--- config.mk ---
export PLATFORM = sky130hd
export DESIGN_NAME = sws_supervisor
export DESIGN_NICKNAME = d
export VERILOG_FILES = /design/src/include/sws_pkg.sv /design/src/logic/sws_supervisor.sv
export SDC_FILE = /design/constraint.sdc
export NUM_CORES = 2
export LEC_CHECK = 0
export ABC_AREA = 1
export BUFFER_PORTS_ARGS = -buffer_cell sky130_fd_sc_hd__buf_2
export CAP_MARGIN = 20
export CORE_MARGIN = 8
export CORE_UTILIZATION = 63
export DETAILED_ROUTE_END_ITERATION = 8
export PLACE_DENSITY = 0.8
export SYNTH_ARGS = -nofsm -noshare
export SYNTH_HDL_FRONTEND = slang
export SYNTH_SLANG_ARGS = --single-unit
--- constraint.sdc ---
create_clock -name clock -period 4.3 [get_ports clock]
set_input_delay 0 -clock clock [delete_from_list [all_inputs] [get_ports clock]]
set_output_delay 0 -clock clock [all_outputs]
set_load 0.02 [all_outputs]
--- src/include/sws_pkg.sv ---
// Package of constants and types for the sleep and wake supervisor
// Behaviour
// - Sleep starts on a software control write or a USB standby request.
// - Wake starts on USB standby exit, the wake pin, or the timer compare.
// - Wake stimuli are acted on only in the deep-sleep state.
// - A stimulus seen while going to sleep is held and acted on once asleep.
// - Asleep, the wake pin wakes on its software-chosen edge polarity.
// - Asleep, the 64-bit real-time counter reaching the compare value wakes.
// - Asleep with USB enabled, a USB host wakeup wakes the device.
// - Asleep, the processing node and most peripherals are powered down.
// - Running, the real-time counter adds one per main oscillator tick.
// - If enabled, the counter moves to the slow oscillator when asleep.
// - On the slow oscillator, each tick adds a programmed increment.
// - Chip reset is held after power-up until all supplies are good.
// - Any supply loss resets the chip until recovery, then a cold start.
// - Works with the external reset pin left open, using power-on reset.
// - Watchdog is 16 bits, 1 ms steps, 1 ms to 65 s, separate from counter.
// - Watchdog expiry resets the device and records the cause readably.
// - Watchdog counts only while running and is frozen otherwise.
// - Supply loss during either transition issues a full system reset.
// - A 128-byte deep-sleep memory keeps its contents through deep sleep.
package sws_pkg;
	// ------------------------------------------------------------
	// Register offsets
	// ------------------------------------------------------------
	localparam logic [11:0] OFF_CONTROL    = 12'h000;
	localparam logic [11:0] OFF_STATUS     = 12'h004;
	localparam logic [11:0] OFF_WAKE_CFG   = 12'h008;
	localparam logic [11:0] OFF_SLEEP_CFG  = 12'h00c;
	localparam logic [11:0] OFF_CMP_LO     = 12'h010;
	localparam logic [11:0] OFF_CMP_HI     = 12'h014;
	localparam logic [11:0] OFF_RTC_LO     = 12'h018;
	localparam logic [11:0] OFF_RTC_HI     = 12'h01c;
	localparam logic [11:0] OFF_SLOW_INC   = 12'h020;
	localparam logic [11:0] OFF_WDOG_CFG   = 12'h024;
	localparam logic [11:0] OFF_WDOG_KICK  = 12'h028;
	localparam logic [11:0] OFF_CAUSE      = 12'h02c;
	localparam logic [11:0] OFF_MEM_BASE   = 12'h100;
	localparam logic [11:0] OFF_MEM_END    = 12'h17c;
	// ------------------------------------------------------------
	// Field positions
	// ------------------------------------------------------------
	localparam int CTL_SLEEP_BIT   = 0;
	localparam int WCFG_PIN_EN     = 0;
	localparam int WCFG_PIN_POL    = 1;
	localparam int WCFG_TMR_EN     = 2;
	localparam int WCFG_USB_EN     = 3;
	localparam int WCFG_SLOW_EN    = 4;
	localparam int SCFG_WIDTH      = 8;
	localparam int CAUSE_WDOG_BIT  = 0;
	localparam int CAUSE_SUPPLY_BIT = 1;
	localparam int CAUSE_EXT_BIT   = 2;
	// ------------------------------------------------------------
	// Reset values and timing
	// ------------------------------------------------------------
	localparam logic [7:0]  WAKE_CFG_RESET  = 8'h00;
	localparam logic [7:0]  SLEEP_CFG_RESET = 8'h00;
	localparam logic [31:0] SLOW_INC_RESET  = 32'h00000001;
	localparam logic [15:0] WDOG_RESET      = 16'hffff;
	localparam int CLOCK_HZ      = 40000000;
	localparam int WDOG_TICK_US  = 1000;
	localparam int WDOG_TICK_CYC = CLOCK_HZ / 1000000 * WDOG_TICK_US;
	localparam int SLOW_OSC_HZ   = 31250;
	localparam int SLOW_TICK_CYC = CLOCK_HZ / SLOW_OSC_HZ;
	localparam int STEP_CYC      = 4;
	localparam int MEM_BYTES     = 128;
	// ------------------------------------------------------------
	// Power states
	// ------------------------------------------------------------
	typedef enum logic [5:0] {
		ST_AWAKE      = 6'b000001,
		ST_GATE_CLK   = 6'b000010,
		ST_PWR_DOWN   = 6'b000100,
		ST_ASLEEP     = 6'b001000,
		ST_PWR_UP     = 6'b010000,
		ST_UNGATE_CLK = 6'b100000
	} sws_state_t;
endpackage : sws_pkg

--- src/logic/sws_supervisor.sv ---
// Sleep and wake controller with supervisor, watchdog and real-time counter
module sws_supervisor #(
	parameter int WDOG_TICK     = sws_pkg::WDOG_TICK_CYC,
	parameter int SLOW_TICK     = sws_pkg::SLOW_TICK_CYC,
	parameter int STEP          = sws_pkg::STEP_CYC
) (
	input  wire logic        clock,
	input  wire logic        reset,
	input  wire logic        s_axi_awvalid,
	output logic             s_axi_awready,
	input  wire logic [11:0] s_axi_awaddr,
	input  wire logic        s_axi_wvalid,
	output logic             s_axi_wready,
	input  wire logic [31:0] s_axi_wdata,
	input  wire logic [3:0]  s_axi_wstrb,
	output logic             s_axi_bvalid,
	input  wire logic        s_axi_bready,
	output logic [1:0]       s_axi_bresp,
	input  wire logic        s_axi_arvalid,
	output logic             s_axi_arready,
	input  wire logic [11:0] s_axi_araddr,
	output logic             s_axi_rvalid,
	input  wire logic        s_axi_rready,
	output logic [31:0]      s_axi_rdata,
	output logic [1:0]       s_axi_rresp,
	input  wire logic        supplyGood,
	input  wire logic        extResetN,
	input  wire logic        wakePin,
	input  wire logic        usbStandbyReq,
	input  wire logic        usbWakeReq,
	output logic             chipReset,
	output logic             nodePowerOn,
	output logic             nodeClockEn,
	output logic             asleep,
	output logic [7:0]       sleepConfig
);
	// ------------------------------------------------------------
	// State
	// ------------------------------------------------------------
	typedef struct packed {
		logic [1:0]           sgS;
		logic [1:0]           erS;
		logic [1:0]           pinS;
		logic [1:0]           usS;
		logic [1:0]           uwS;
		logic                 pinLast;
		sws_pkg::sws_state_t  st;
		logic [7:0]           stepCnt;
		logic                 wakePend;
		logic [63:0]          rtc;
		logic [63:0]          cmp;
		logic [31:0]          slowInc;
		logic [15:0]          slowDiv;
		logic [7:0]           wakeCfg;
		logic [7:0]           sleepCfg;
		logic [15:0]          wdogLoad;
		logic [15:0]          wdogCnt;
		logic [15:0]          wdogDiv;
		logic [2:0]           cause;
		logic                 chipRst;
		logic                 powerOn;
		logic                 clockOn;
		logic                 sleeping;
		logic                 awHave;
		logic [11:0]          awAddr;
		logic                 wHave;
		logic [31:0]          wData;
		logic [3:0]           wStrb;
		logic                 bValid;
		logic [1:0]           bResp;
		logic                 rValid;
		logic [31:0]          rData;
		logic [1:0]           rResp;
	} sws_reg_t;

	sws_reg_t r;
	sws_reg_t next_r;
	logic [31:0] mem [0:31];
	logic        memWe;
	logic [4:0]  memIdx;
	logic [31:0] memWd;

	function automatic logic [31:0] mergeBytes(input logic [31:0] old, input logic [31:0] nw,
		input logic [3:0] strb);
		logic [31:0] res;
		res = old;
		for (int i = 0; i < 4; i++) begin
			if (strb[i]) begin
				res[i*8 +: 8] = nw[i*8 +: 8];
			end
		end
		return res;
	endfunction : mergeBytes

	function automatic logic isMem(input logic [11:0] a);
		return (a >= sws_pkg::OFF_MEM_BASE) && (a <= sws_pkg::OFF_MEM_END);
	endfunction : isMem

	// ------------------------------------------------------------
	// Next state
	// ------------------------------------------------------------
	always_comb begin
		logic pinNow;
		logic pinEdge;
		logic stim;
		logic wr;
		logic sleepReq;
		logic supplyLost;
		logic wdogFire;
		logic [11:0] wa;
		logic [11:0] ra;
		pinNow = 1'b0;
		pinEdge = 1'b0;
		stim = 1'b0;
		wr = 1'b0;
		sleepReq = 1'b0;
		supplyLost = 1'b0;
		wdogFire = 1'b0;
		wa = r.awAddr;
		ra = s_axi_araddr;
		next_r = r;
		memWe = 1'b0;
		memIdx = 5'(r.awAddr[6:2]);
		memWd = 32'h00000000;
		next_r.sgS = {r.sgS[0], supplyGood};
		next_r.erS = {r.erS[0], extResetN};
		next_r.pinS = {r.pinS[0], wakePin};
		next_r.usS = {r.usS[0], usbStandbyReq};
		next_r.uwS = {r.uwS[0], usbWakeReq};
		pinNow = r.pinS[1];
		next_r.pinLast = pinNow;
		// Polarity bit picks rising or falling edge
		pinEdge = r.wakeCfg[sws_pkg::WCFG_PIN_POL] ? (pinNow & ~r.pinLast)
			: (~pinNow & r.pinLast);
		stim = (r.wakeCfg[sws_pkg::WCFG_PIN_EN] & pinEdge)
			| (r.wakeCfg[sws_pkg::WCFG_TMR_EN] & (r.rtc >= r.cmp))
			| (r.wakeCfg[sws_pkg::WCFG_USB_EN] & r.uwS[1]);
		// AXI write channels, taken in either order
		if (!r.awHave && s_axi_awvalid) begin
			next_r.awHave = 1'b1;
			next_r.awAddr = s_axi_awaddr;
		end
		if (!r.wHave && s_axi_wvalid) begin
			next_r.wHave = 1'b1;
			next_r.wData = s_axi_wdata;
			next_r.wStrb = s_axi_wstrb;
		end
		if (r.bValid && s_axi_bready) begin
			next_r.bValid = 1'b0;
		end
		wr = r.awHave && r.wHave && !r.bValid;
		// Real-time counter
		if (r.st == sws_pkg::ST_ASLEEP && r.wakeCfg[sws_pkg::WCFG_SLOW_EN]) begin
			if (r.slowDiv >= 16'(SLOW_TICK - 1)) begin
				next_r.slowDiv = 16'h0000;
				next_r.rtc = r.rtc + {32'h00000000, r.slowInc};
			end else begin
				next_r.slowDiv = r.slowDiv + 16'h0001;
			end
		end else begin
			next_r.slowDiv = 16'h0000;
			next_r.rtc = r.rtc + 64'h0000000000000001;
		end
		// Watchdog counts in 1 ms steps only while awake
		if (r.st == sws_pkg::ST_AWAKE) begin
			if (r.wdogDiv >= 16'(WDOG_TICK - 1)) begin
				next_r.wdogDiv = 16'h0000;
				if (r.wdogCnt == 16'h0000) begin
					wdogFire = 1'b1;
				end else begin
					next_r.wdogCnt = r.wdogCnt - 16'h0001;
				end
			end else begin
				next_r.wdogDiv = r.wdogDiv + 16'h0001;
			end
		end
		if (wr) begin
			next_r.awHave = 1'b0;
			next_r.wHave = 1'b0;
			next_r.bValid = 1'b1;
			next_r.bResp = 2'b00;
			if (wa == sws_pkg::OFF_CONTROL) begin
				sleepReq = r.wData[sws_pkg::CTL_SLEEP_BIT] & r.wStrb[0];
			end else if (wa == sws_pkg::OFF_WAKE_CFG) begin
				next_r.wakeCfg = 8'(mergeBytes({24'h0, r.wakeCfg}, r.wData, r.wStrb));
			end else if (wa == sws_pkg::OFF_SLEEP_CFG) begin
				next_r.sleepCfg = 8'(mergeBytes({24'h0, r.sleepCfg}, r.wData, r.wStrb));
			end else if (wa == sws_pkg::OFF_CMP_LO) begin
				next_r.cmp[31:0] = mergeBytes(r.cmp[31:0], r.wData, r.wStrb);
			end else if (wa == sws_pkg::OFF_CMP_HI) begin
				next_r.cmp[63:32] = mergeBytes(r.cmp[63:32], r.wData, r.wStrb);
			end else if (wa == sws_pkg::OFF_SLOW_INC) begin
				next_r.slowInc = mergeBytes(r.slowInc, r.wData, r.wStrb);
			end else if (wa == sws_pkg::OFF_WDOG_CFG) begin
				next_r.wdogLoad = 16'(mergeBytes({16'h0, r.wdogLoad}, r.wData, r.wStrb));
			end else if (wa == sws_pkg::OFF_WDOG_KICK) begin
				next_r.wdogCnt = r.wdogLoad;
				next_r.wdogDiv = 16'h0000;
			end else if (wa == sws_pkg::OFF_CAUSE) begin
				next_r.cause = r.cause & ~r.wData[2:0];
			end else if (isMem(wa)) begin
				memWe = 1'b1;
				memWd = mergeBytes(mem[memIdx], r.wData, r.wStrb);
			end else if (wa == sws_pkg::OFF_STATUS || wa == sws_pkg::OFF_RTC_LO
				|| wa == sws_pkg::OFF_RTC_HI) begin
				next_r.bResp = 2'b00;
			end else begin
				next_r.bResp = 2'b10;
			end
		end
		// AXI read
		if (r.rValid && s_axi_rready) begin
			next_r.rValid = 1'b0;
		end
		if (s_axi_arvalid && !r.rValid) begin
			next_r.rValid = 1'b1;
			next_r.rResp = 2'b00;
			if (ra == sws_pkg::OFF_CONTROL) begin
				next_r.rData = 32'h00000000;
			end else if (ra == sws_pkg::OFF_STATUS) begin
				next_r.rData = {25'h0, r.wakePend, r.st};
			end else if (ra == sws_pkg::OFF_WAKE_CFG) begin
				next_r.rData = {24'h0, r.wakeCfg};
			end else if (ra == sws_pkg::OFF_SLEEP_CFG) begin
				next_r.rData = {24'h0, r.sleepCfg};
			end else if (ra == sws_pkg::OFF_CMP_LO) begin
				next_r.rData = r.cmp[31:0];
			end else if (ra == sws_pkg::OFF_CMP_HI) begin
				next_r.rData = r.cmp[63:32];
			end else if (ra == sws_pkg::OFF_RTC_LO) begin
				next_r.rData = r.rtc[31:0];
			end else if (ra == sws_pkg::OFF_RTC_HI) begin
				next_r.rData = r.rtc[63:32];
			end else if (ra == sws_pkg::OFF_SLOW_INC) begin
				next_r.rData = r.slowInc;
			end else if (ra == sws_pkg::OFF_WDOG_CFG) begin
				next_r.rData = {16'h0, r.wdogLoad};
			end else if (ra == sws_pkg::OFF_WDOG_KICK) begin
				next_r.rData = {16'h0, r.wdogCnt};
			end else if (ra == sws_pkg::OFF_CAUSE) begin
				next_r.rData = {29'h0, r.cause};
			end else if (isMem(ra)) begin
				next_r.rData = mem[ra[6:2]];
			end else begin
				next_r.rData = 32'h00000000;
				next_r.rResp = 2'b10;
			end
		end
		sleepReq = sleepReq | r.usS[1];
		// Power state sequence
		next_r.stepCnt = (r.stepCnt == 8'h00) ? 8'h00 : r.stepCnt - 8'h01;
		case (r.st)
			sws_pkg::ST_AWAKE: begin
				next_r.wakePend = 1'b0;
				// Requests outside this state are simply ignored
				if (sleepReq) begin
					next_r.st = sws_pkg::ST_GATE_CLK;
					next_r.stepCnt = 8'(STEP);
				end
			end
			sws_pkg::ST_GATE_CLK: begin
				next_r.wakePend = r.wakePend | stim;
				if (r.stepCnt == 8'h00) begin
					next_r.st = sws_pkg::ST_PWR_DOWN;
					next_r.stepCnt = 8'(STEP);
				end
			end
			sws_pkg::ST_PWR_DOWN: begin
				next_r.wakePend = r.wakePend | stim;
				if (r.stepCnt == 8'h00) begin
					next_r.st = sws_pkg::ST_ASLEEP;
				end
			end
			sws_pkg::ST_ASLEEP: begin
				if (stim || r.wakePend) begin
					next_r.wakePend = 1'b0;
					next_r.st = sws_pkg::ST_PWR_UP;
					next_r.stepCnt = 8'(STEP);
				end
			end
			sws_pkg::ST_PWR_UP: begin
				if (r.stepCnt == 8'h00) begin
					next_r.st = sws_pkg::ST_UNGATE_CLK;
					next_r.stepCnt = 8'(STEP);
				end
			end
			sws_pkg::ST_UNGATE_CLK: begin
				if (r.stepCnt == 8'h00) begin
					// Count resumes where it froze; a kick or a supervisor reset reloads it
					next_r.st = sws_pkg::ST_AWAKE;
				end
			end
			default: begin
				next_r.st = sws_pkg::ST_AWAKE;
			end
		endcase
		// Supervisor: supplies and external reset; open pin floats to released
		supplyLost = ~r.sgS[1];
		next_r.chipRst = supplyLost | ~r.erS[1] | wdogFire;
		if (supplyLost || wdogFire || !r.erS[1]) begin
			next_r.st = sws_pkg::ST_AWAKE;
			next_r.wakePend = 1'b0;
			next_r.wdogCnt = r.wdogLoad;
			next_r.wdogDiv = 16'h0000;
			// Set wins over a clear in the same cycle, other cleared bits stay cleared
			next_r.cause[sws_pkg::CAUSE_WDOG_BIT] = next_r.cause[0] | wdogFire;
			next_r.cause[sws_pkg::CAUSE_SUPPLY_BIT] = next_r.cause[1] | supplyLost;
			next_r.cause[sws_pkg::CAUSE_EXT_BIT] = next_r.cause[2] | ~r.erS[1];
		end
		// Outputs are registered copies of the state decode
		next_r.powerOn = ~(next_r.st == sws_pkg::ST_PWR_DOWN || next_r.st == sws_pkg::ST_ASLEEP
			|| next_r.st == sws_pkg::ST_PWR_UP);
		next_r.clockOn = (next_r.st == sws_pkg::ST_AWAKE);
		next_r.sleeping = (next_r.st == sws_pkg::ST_ASLEEP);
	end

	// ------------------------------------------------------------
	// Registers
	// ------------------------------------------------------------
	always_ff @(posedge clock) begin
		if (reset) begin
			r <= '0;
			r.sgS <= 2'b00;
			r.erS <= 2'b11;
			r.st <= sws_pkg::ST_AWAKE;
			r.chipRst <= 1'b1;
			r.powerOn <= 1'b1;
			r.clockOn <= 1'b1;
			r.wakeCfg <= sws_pkg::WAKE_CFG_RESET;
			r.sleepCfg <= sws_pkg::SLEEP_CFG_RESET;
			r.slowInc <= sws_pkg::SLOW_INC_RESET;
			r.wdogLoad <= sws_pkg::WDOG_RESET;
			r.wdogCnt <= sws_pkg::WDOG_RESET;
		end else begin
			r <= next_r;
		end
	end

	// Retained memory has no reset so its contents survive sleep
	always_ff @(posedge clock) begin
		if (memWe) begin
			mem[memIdx] <= memWd;
		end
	end

	// ------------------------------------------------------------
	// Outputs
	// ------------------------------------------------------------
	assign s_axi_awready = ~r.awHave;
	assign s_axi_wready  = ~r.wHave;
	assign s_axi_bvalid  = r.bValid;
	assign s_axi_bresp   = r.bResp;
	assign s_axi_arready = ~r.rValid;
	assign s_axi_rvalid  = r.rValid;
	assign s_axi_rdata   = r.rData;
	assign s_axi_rresp   = r.rResp;
	assign chipReset     = r.chipRst;
	assign nodePowerOn   = r.powerOn;
	assign nodeClockEn   = r.clockOn;
	assign asleep        = r.sleeping;
	assign sleepConfig   = r.sleepCfg;

	// ------------------------------------------------------------
	// Assertions
	// ------------------------------------------------------------
	property p_sleep_entry;
		@(posedge clock) disable iff (reset)
		(r.st == sws_pkg::ST_AWAKE && r.usS[1] && r.sgS[1] && r.erS[1])
			|=> (r.st == sws_pkg::ST_GATE_CLK);
	endproperty
	a_sleep_entry: assert property (p_sleep_entry) else $error("sleep request not taken");

	property p_no_jump;
		@(posedge clock) disable iff (reset)
		(r.st == sws_pkg::ST_AWAKE) |=> (r.st != sws_pkg::ST_ASLEEP);
	endproperty
	a_no_jump: assert property (p_no_jump) else $error("direct jump to sleep");

	property p_wake_only_asleep;
		@(posedge clock) disable iff (reset)
		(r.st == sws_pkg::ST_GATE_CLK) |=> (r.st != sws_pkg::ST_PWR_UP);
	endproperty
	a_wake_only_asleep: assert property (p_wake_only_asleep) else $error("woke early");

	property p_pending_wake;
		@(posedge clock) disable iff (reset)
		(r.st == sws_pkg::ST_ASLEEP && r.wakePend && r.sgS[1] && r.erS[1])
			|=> (r.st == sws_pkg::ST_PWR_UP);
	endproperty
	a_pending_wake: assert property (p_pending_wake) else $error("pending wake lost");

	property p_supply_reset;
		@(posedge clock) disable iff (reset)
		(!r.sgS[1]) |=> (r.chipRst && r.st == sws_pkg::ST_AWAKE);
	endproperty
	a_supply_reset: assert property (p_supply_reset) else $error("no reset on supply loss");

	property p_wdog_frozen;
		@(posedge clock) disable iff (reset)
		(r.st != sws_pkg::ST_AWAKE && r.sgS[1] && !r.bValid && !r.awHave)
			|=> $stable(r.wdogCnt);
	endproperty
	a_wdog_frozen: assert property (p_wdog_frozen) else $error("watchdog ran asleep");

	property p_rtc_fast;
		@(posedge clock) disable iff (reset)
		(r.st == sws_pkg::ST_AWAKE) |=> (r.rtc == $past(r.rtc) + 64'h0000000000000001);
	endproperty
	a_rtc_fast: assert property (p_rtc_fast) else $error("counter not ticking");

	property p_node_off;
		@(posedge clock) disable iff (reset)
		(r.st == sws_pkg::ST_ASLEEP) |-> (!nodePowerOn && !nodeClockEn);
	endproperty
	a_node_off: assert property (p_node_off) else $error("node powered asleep");
endmodule : sws_supervisor

==> results by group <==
Routing
  – WL per Instance: 25.0 µm
  – Via Count: 45.6k
  – Number of routed nets with antenna violations: 0
  – Drt pass-1 iters: 6
  – Vias/cell: 6.35
  – Iteration-0 DRC Markers: 6858
  – DRT Wirelength: 180 mm
  – Residual DRC: 0

Global routing
  – Initial antenna violation count: 4
  – First-pass GRT wire length: 266 mm
  – Total gr overflow: 0
  – All-Layer GR Usage: 0.337
  – Largest net degree at the start of global routing: 153
  – Busiest layer in global routing: met2
  – M3 GR Usage: 0.0832
  – Grt met2 use: 0.508
  – Vias in the first global route: 43.2k
  – Met1 Resource Use GR: 0.459

Logic synthesis
  – Post-Syn Area per Cell: 10.5 µm²
  – Cells after synthesis: 5660
  – Post-synth ARST share: 0
  – Seq cells post-synth: 1383
  – Mapped Area: 59400 µm²
  – Share of the synthesized area in the top cell type: 0.518
  – Synth cell types: 70
  – Post-synth EDFFs: 1024
  – Largest area contributor in the netlist: edfxtp_1
  – Post-synthesis sequential area ratio: 0.639
  – Dominant cells by area after synthesis: edfxtp_1 52%, dfxtp_1 12%, nand2_1 5.2%, nor2_1 4.5%, o22ai_1 4.1%
  – Top FF cell, synth: edfxtp_1
  – Yosys warnings: 0

Status
  – Result of the run: completed

Timing
  – Final Max Tran Viols: 0
  – Post-layout minimum cycle time: 3.81 ns
  – Final Setup Violations: 0
  – Final hold violation count: 0
  – Setup_tns: 0 ns
  – RSZ-0062 raised after global routing: false
  – Rel. slew slack: 0.243
  – Crit share post-route: 0.885
  – Worst-Margin Slew: 1.13 ns
  – Fmax achieved: 263 MHz
  – Clock skew: 0.0302 ns

CTS
  – Root Driver: clkbuf_16
  – CTS tree: done
  – TritonCTS buffer count: 138
  – Clock tree buffer depth: 3
  – CTS clk-pin slew, worst paths: 0.06 ns
  – Clock sink total: 1383
  – Post-CTS sizing: 0
  – Clock Latency Late Sink: 0.76 ns
  – Number of H-tree levels: 4

Pwr
  – Net load switching power: 0.00639 W
  – Pwr Total: 0.0277 W
  – Seq pwr share: 0.517
  – Pwr Density: 418 nW/µm²
  – P_leak: 26.5 nW
  – Switching Share: 0.231
  – Power share of the combinational group: 0.060
  – Worst-case vdd ir drop: 0.000419 V
  – Clock share of power: 0.423
  – Pint: 0.0213 W

Finish
  – Fin util: 0.709
  – Share of post-route cells with drive strength above 1: 0.0997
  – P&R area growth vs syn: 11.5%
  – Nets: 6005

Run
  – Max Cap Viol: 0

Setup path
  – CP peak stage delay: 0.32 ns
  – CP Capture Type: flop
  – Critical Path, Cell by Cell: inv_1 -> nand2_1 -> nor4_4 -> nand2_1 -> buf_4 -> nor2_1 -> ha_1 -> a21oi_1 -> nand2_1 -> a21oi_1 -> o21bai_2 -> nand3_1 -> nand3_1 -> nand2_1 -> nand2_1 -> nand3_1 -> nor2_1 -> nand2_1 -> nand2_1 -> inv_1 -> nor2_1
  – Critical path type: flop to flop
  – Arrival @ worst endpoint: 4.45 ns
  – Critical path peak fanout: 32
  – Setup crit start kind: flop
  – CP dominant cell by count: nand2_1
  – Req. time, crit path: 4.95 ns
  – Slowest CP cell: a21oi_1

Floorplanning
  – Row Count: 112
  – Io pins: 125
  – Placeable Area: 93300 µm²
  – Initial Utilization: 0.636
  – Die W: 323 µm
  – Die area: 104000 µm²
  – Die Height: 323 µm

Placed design
  – Port bufs: 122
  – Routability cong.: 0.995
  – Dpl hpwl: 118 mm

Min path
  – Worst hold path class: input port to flop
[per-layer routing]
layer / share of wire / vias up / wire length (µm)
li1: - / 20300 / -
met1: 0.38 / 21700 / 67700
met2: 0.44 / 3126 / 79000
met3: 0.13 / 574 / 22900
met4: 0.055 / 4 / 9870
met5: 0.00016 / - / 29
[area by class of cell]
cell class / instances / area, µm²
antenna: 2 / 5.00
clock buffer: 188 / 3800
clock inverter: 58 / 534
fill: 6517 / 27200
inverter: 511 / 1930
multi-input combinational: 3475 / 18000
sequential: 1383 / 37900
tap: 1254 / 1570
timing repair buffer: 321 / 2420
[cell usage after synthesis (16+ instances only)]
master,number
xnor2_1,16
a31oi_1,32
inv_1,483
edfxtp_1,1024
dfxtp_1,359
buf_6,16
o211ai_1,30
o21ai_0,442
a22oi_1,16
nor3_1,52
clkbuf_1,93
nand3_1,115
inv_2,21
buf_2,102
xor2_1,35
ha_1,102
nand2_1,827
o22ai_1,389
nor2_1,716
buf_4,79
o21ai_1,42
nor2_2,29
a21oi_1,377
nand4_1,86
[per-stage QoR]
stage | instances | area (µm²) | setup slack [ns] | hold slack (ns)
final | 7192 | 66200 | 0.493 | 0.0761
after global routing | 7190 | 66200 | 0.204 | 0.102
after CTS | 7190 | 66200 | 0.612 | 0.00736
after detailed placement | 6867 | 61100 | 0.623 | 0.193
after global placement | 6866 | 61000 | 0.713 | 0.189
after floorplan | 5666 | 59400 | 1.33 | 0.104
[what timing repair did]
action / 4_1_cts / 5_1_grt
endpoints found under the hold margin: 126 / 0
setup endpoints to repair: 0 / 0
hold buffers: 77 / 0
setup buffers: 0 / 0
[final timing paths]
check / from / endpoint / slack, ns / cells past startpoint
max: r[345] / r[328] / 0.49 / 21
min reg2reg: r[336] / r[336] / 0.41 / 1
min: s_axi_bready / s_axi_bvalid / 0.08 / 5
max reg2reg: r[345] / r[328] / 0.49 / 21
[state kept, by name, summed over array words and instances (netlist names)]
register and count:
asleep 1, chipReset 1, mem 1024, memIdx 5, next_r 6, nodeClockEn 1, nodePowerOn 1, r 300
s_axi_bresp 1, s_axi_bvalid 1, s_axi_rdata 32, s_axi_rresp 1, s_axi_rvalid 1, sleepConfig 8
[worst max-delay path, delay by kind of cell, from the launching register on]
kind / cells / cell delay, ns
buffers and inverters: 3 / 0.47
and+or+nand+nor: 14 / 1.96
AOI/OAI and AO/OA: 3 / 0.70
adders and majority gates: 1 / 0.28
DFF: 1 / 0.30
[power groups by stage]
stage,clock network [W],registers [W],logic (W)
after global routing,0.0122,0.0143,0.00179
final,0.0117,0.0143,0.00166
after CTS,0.0117,0.0143,0.00161
after detailed placement,0,0.0146,0.00153
after global placement,0,0.0146,0.00150
after floorplan,0,0.0146,0.00105
[cells in the final DEF, fill, tap and decap left out, drive strengths merged, types with 5 or more instances in the layout]
cell	instances
o22a	5
o2111ai	5
inv	516
o21a	13
a21oi	377
o31ai	5
buf	244
dlygate4sd3	77
xnor2	16
a221oi	7
a31oi	32
or2	13
o21ai	485
dfxtp	359
nand3	119
and3	6
bufinv	5
nor2	752
clkbuf	188
edfxtp	1024
conb	7
a22oi	16
ha	102
o21bai	6
nand2	841
xor2	35
o22ai	389
nand4	92
nor3	63
nor4	16
a211oi	15
clkinv	46
nor3b	7
o211ai	30
[kinds of logic after synthesis]
logic type      count (synthesis)  synth area share
fa+ha+maj                     103            0.0218
compound gates               1398             0.133
simple gates                 1916             0.138
flops                        1383             0.639
other cells                     1         0.0000632
buf+inv                       808            0.0607
xor+xnor                       51           0.00752
(Power assumes the default switching activity.)
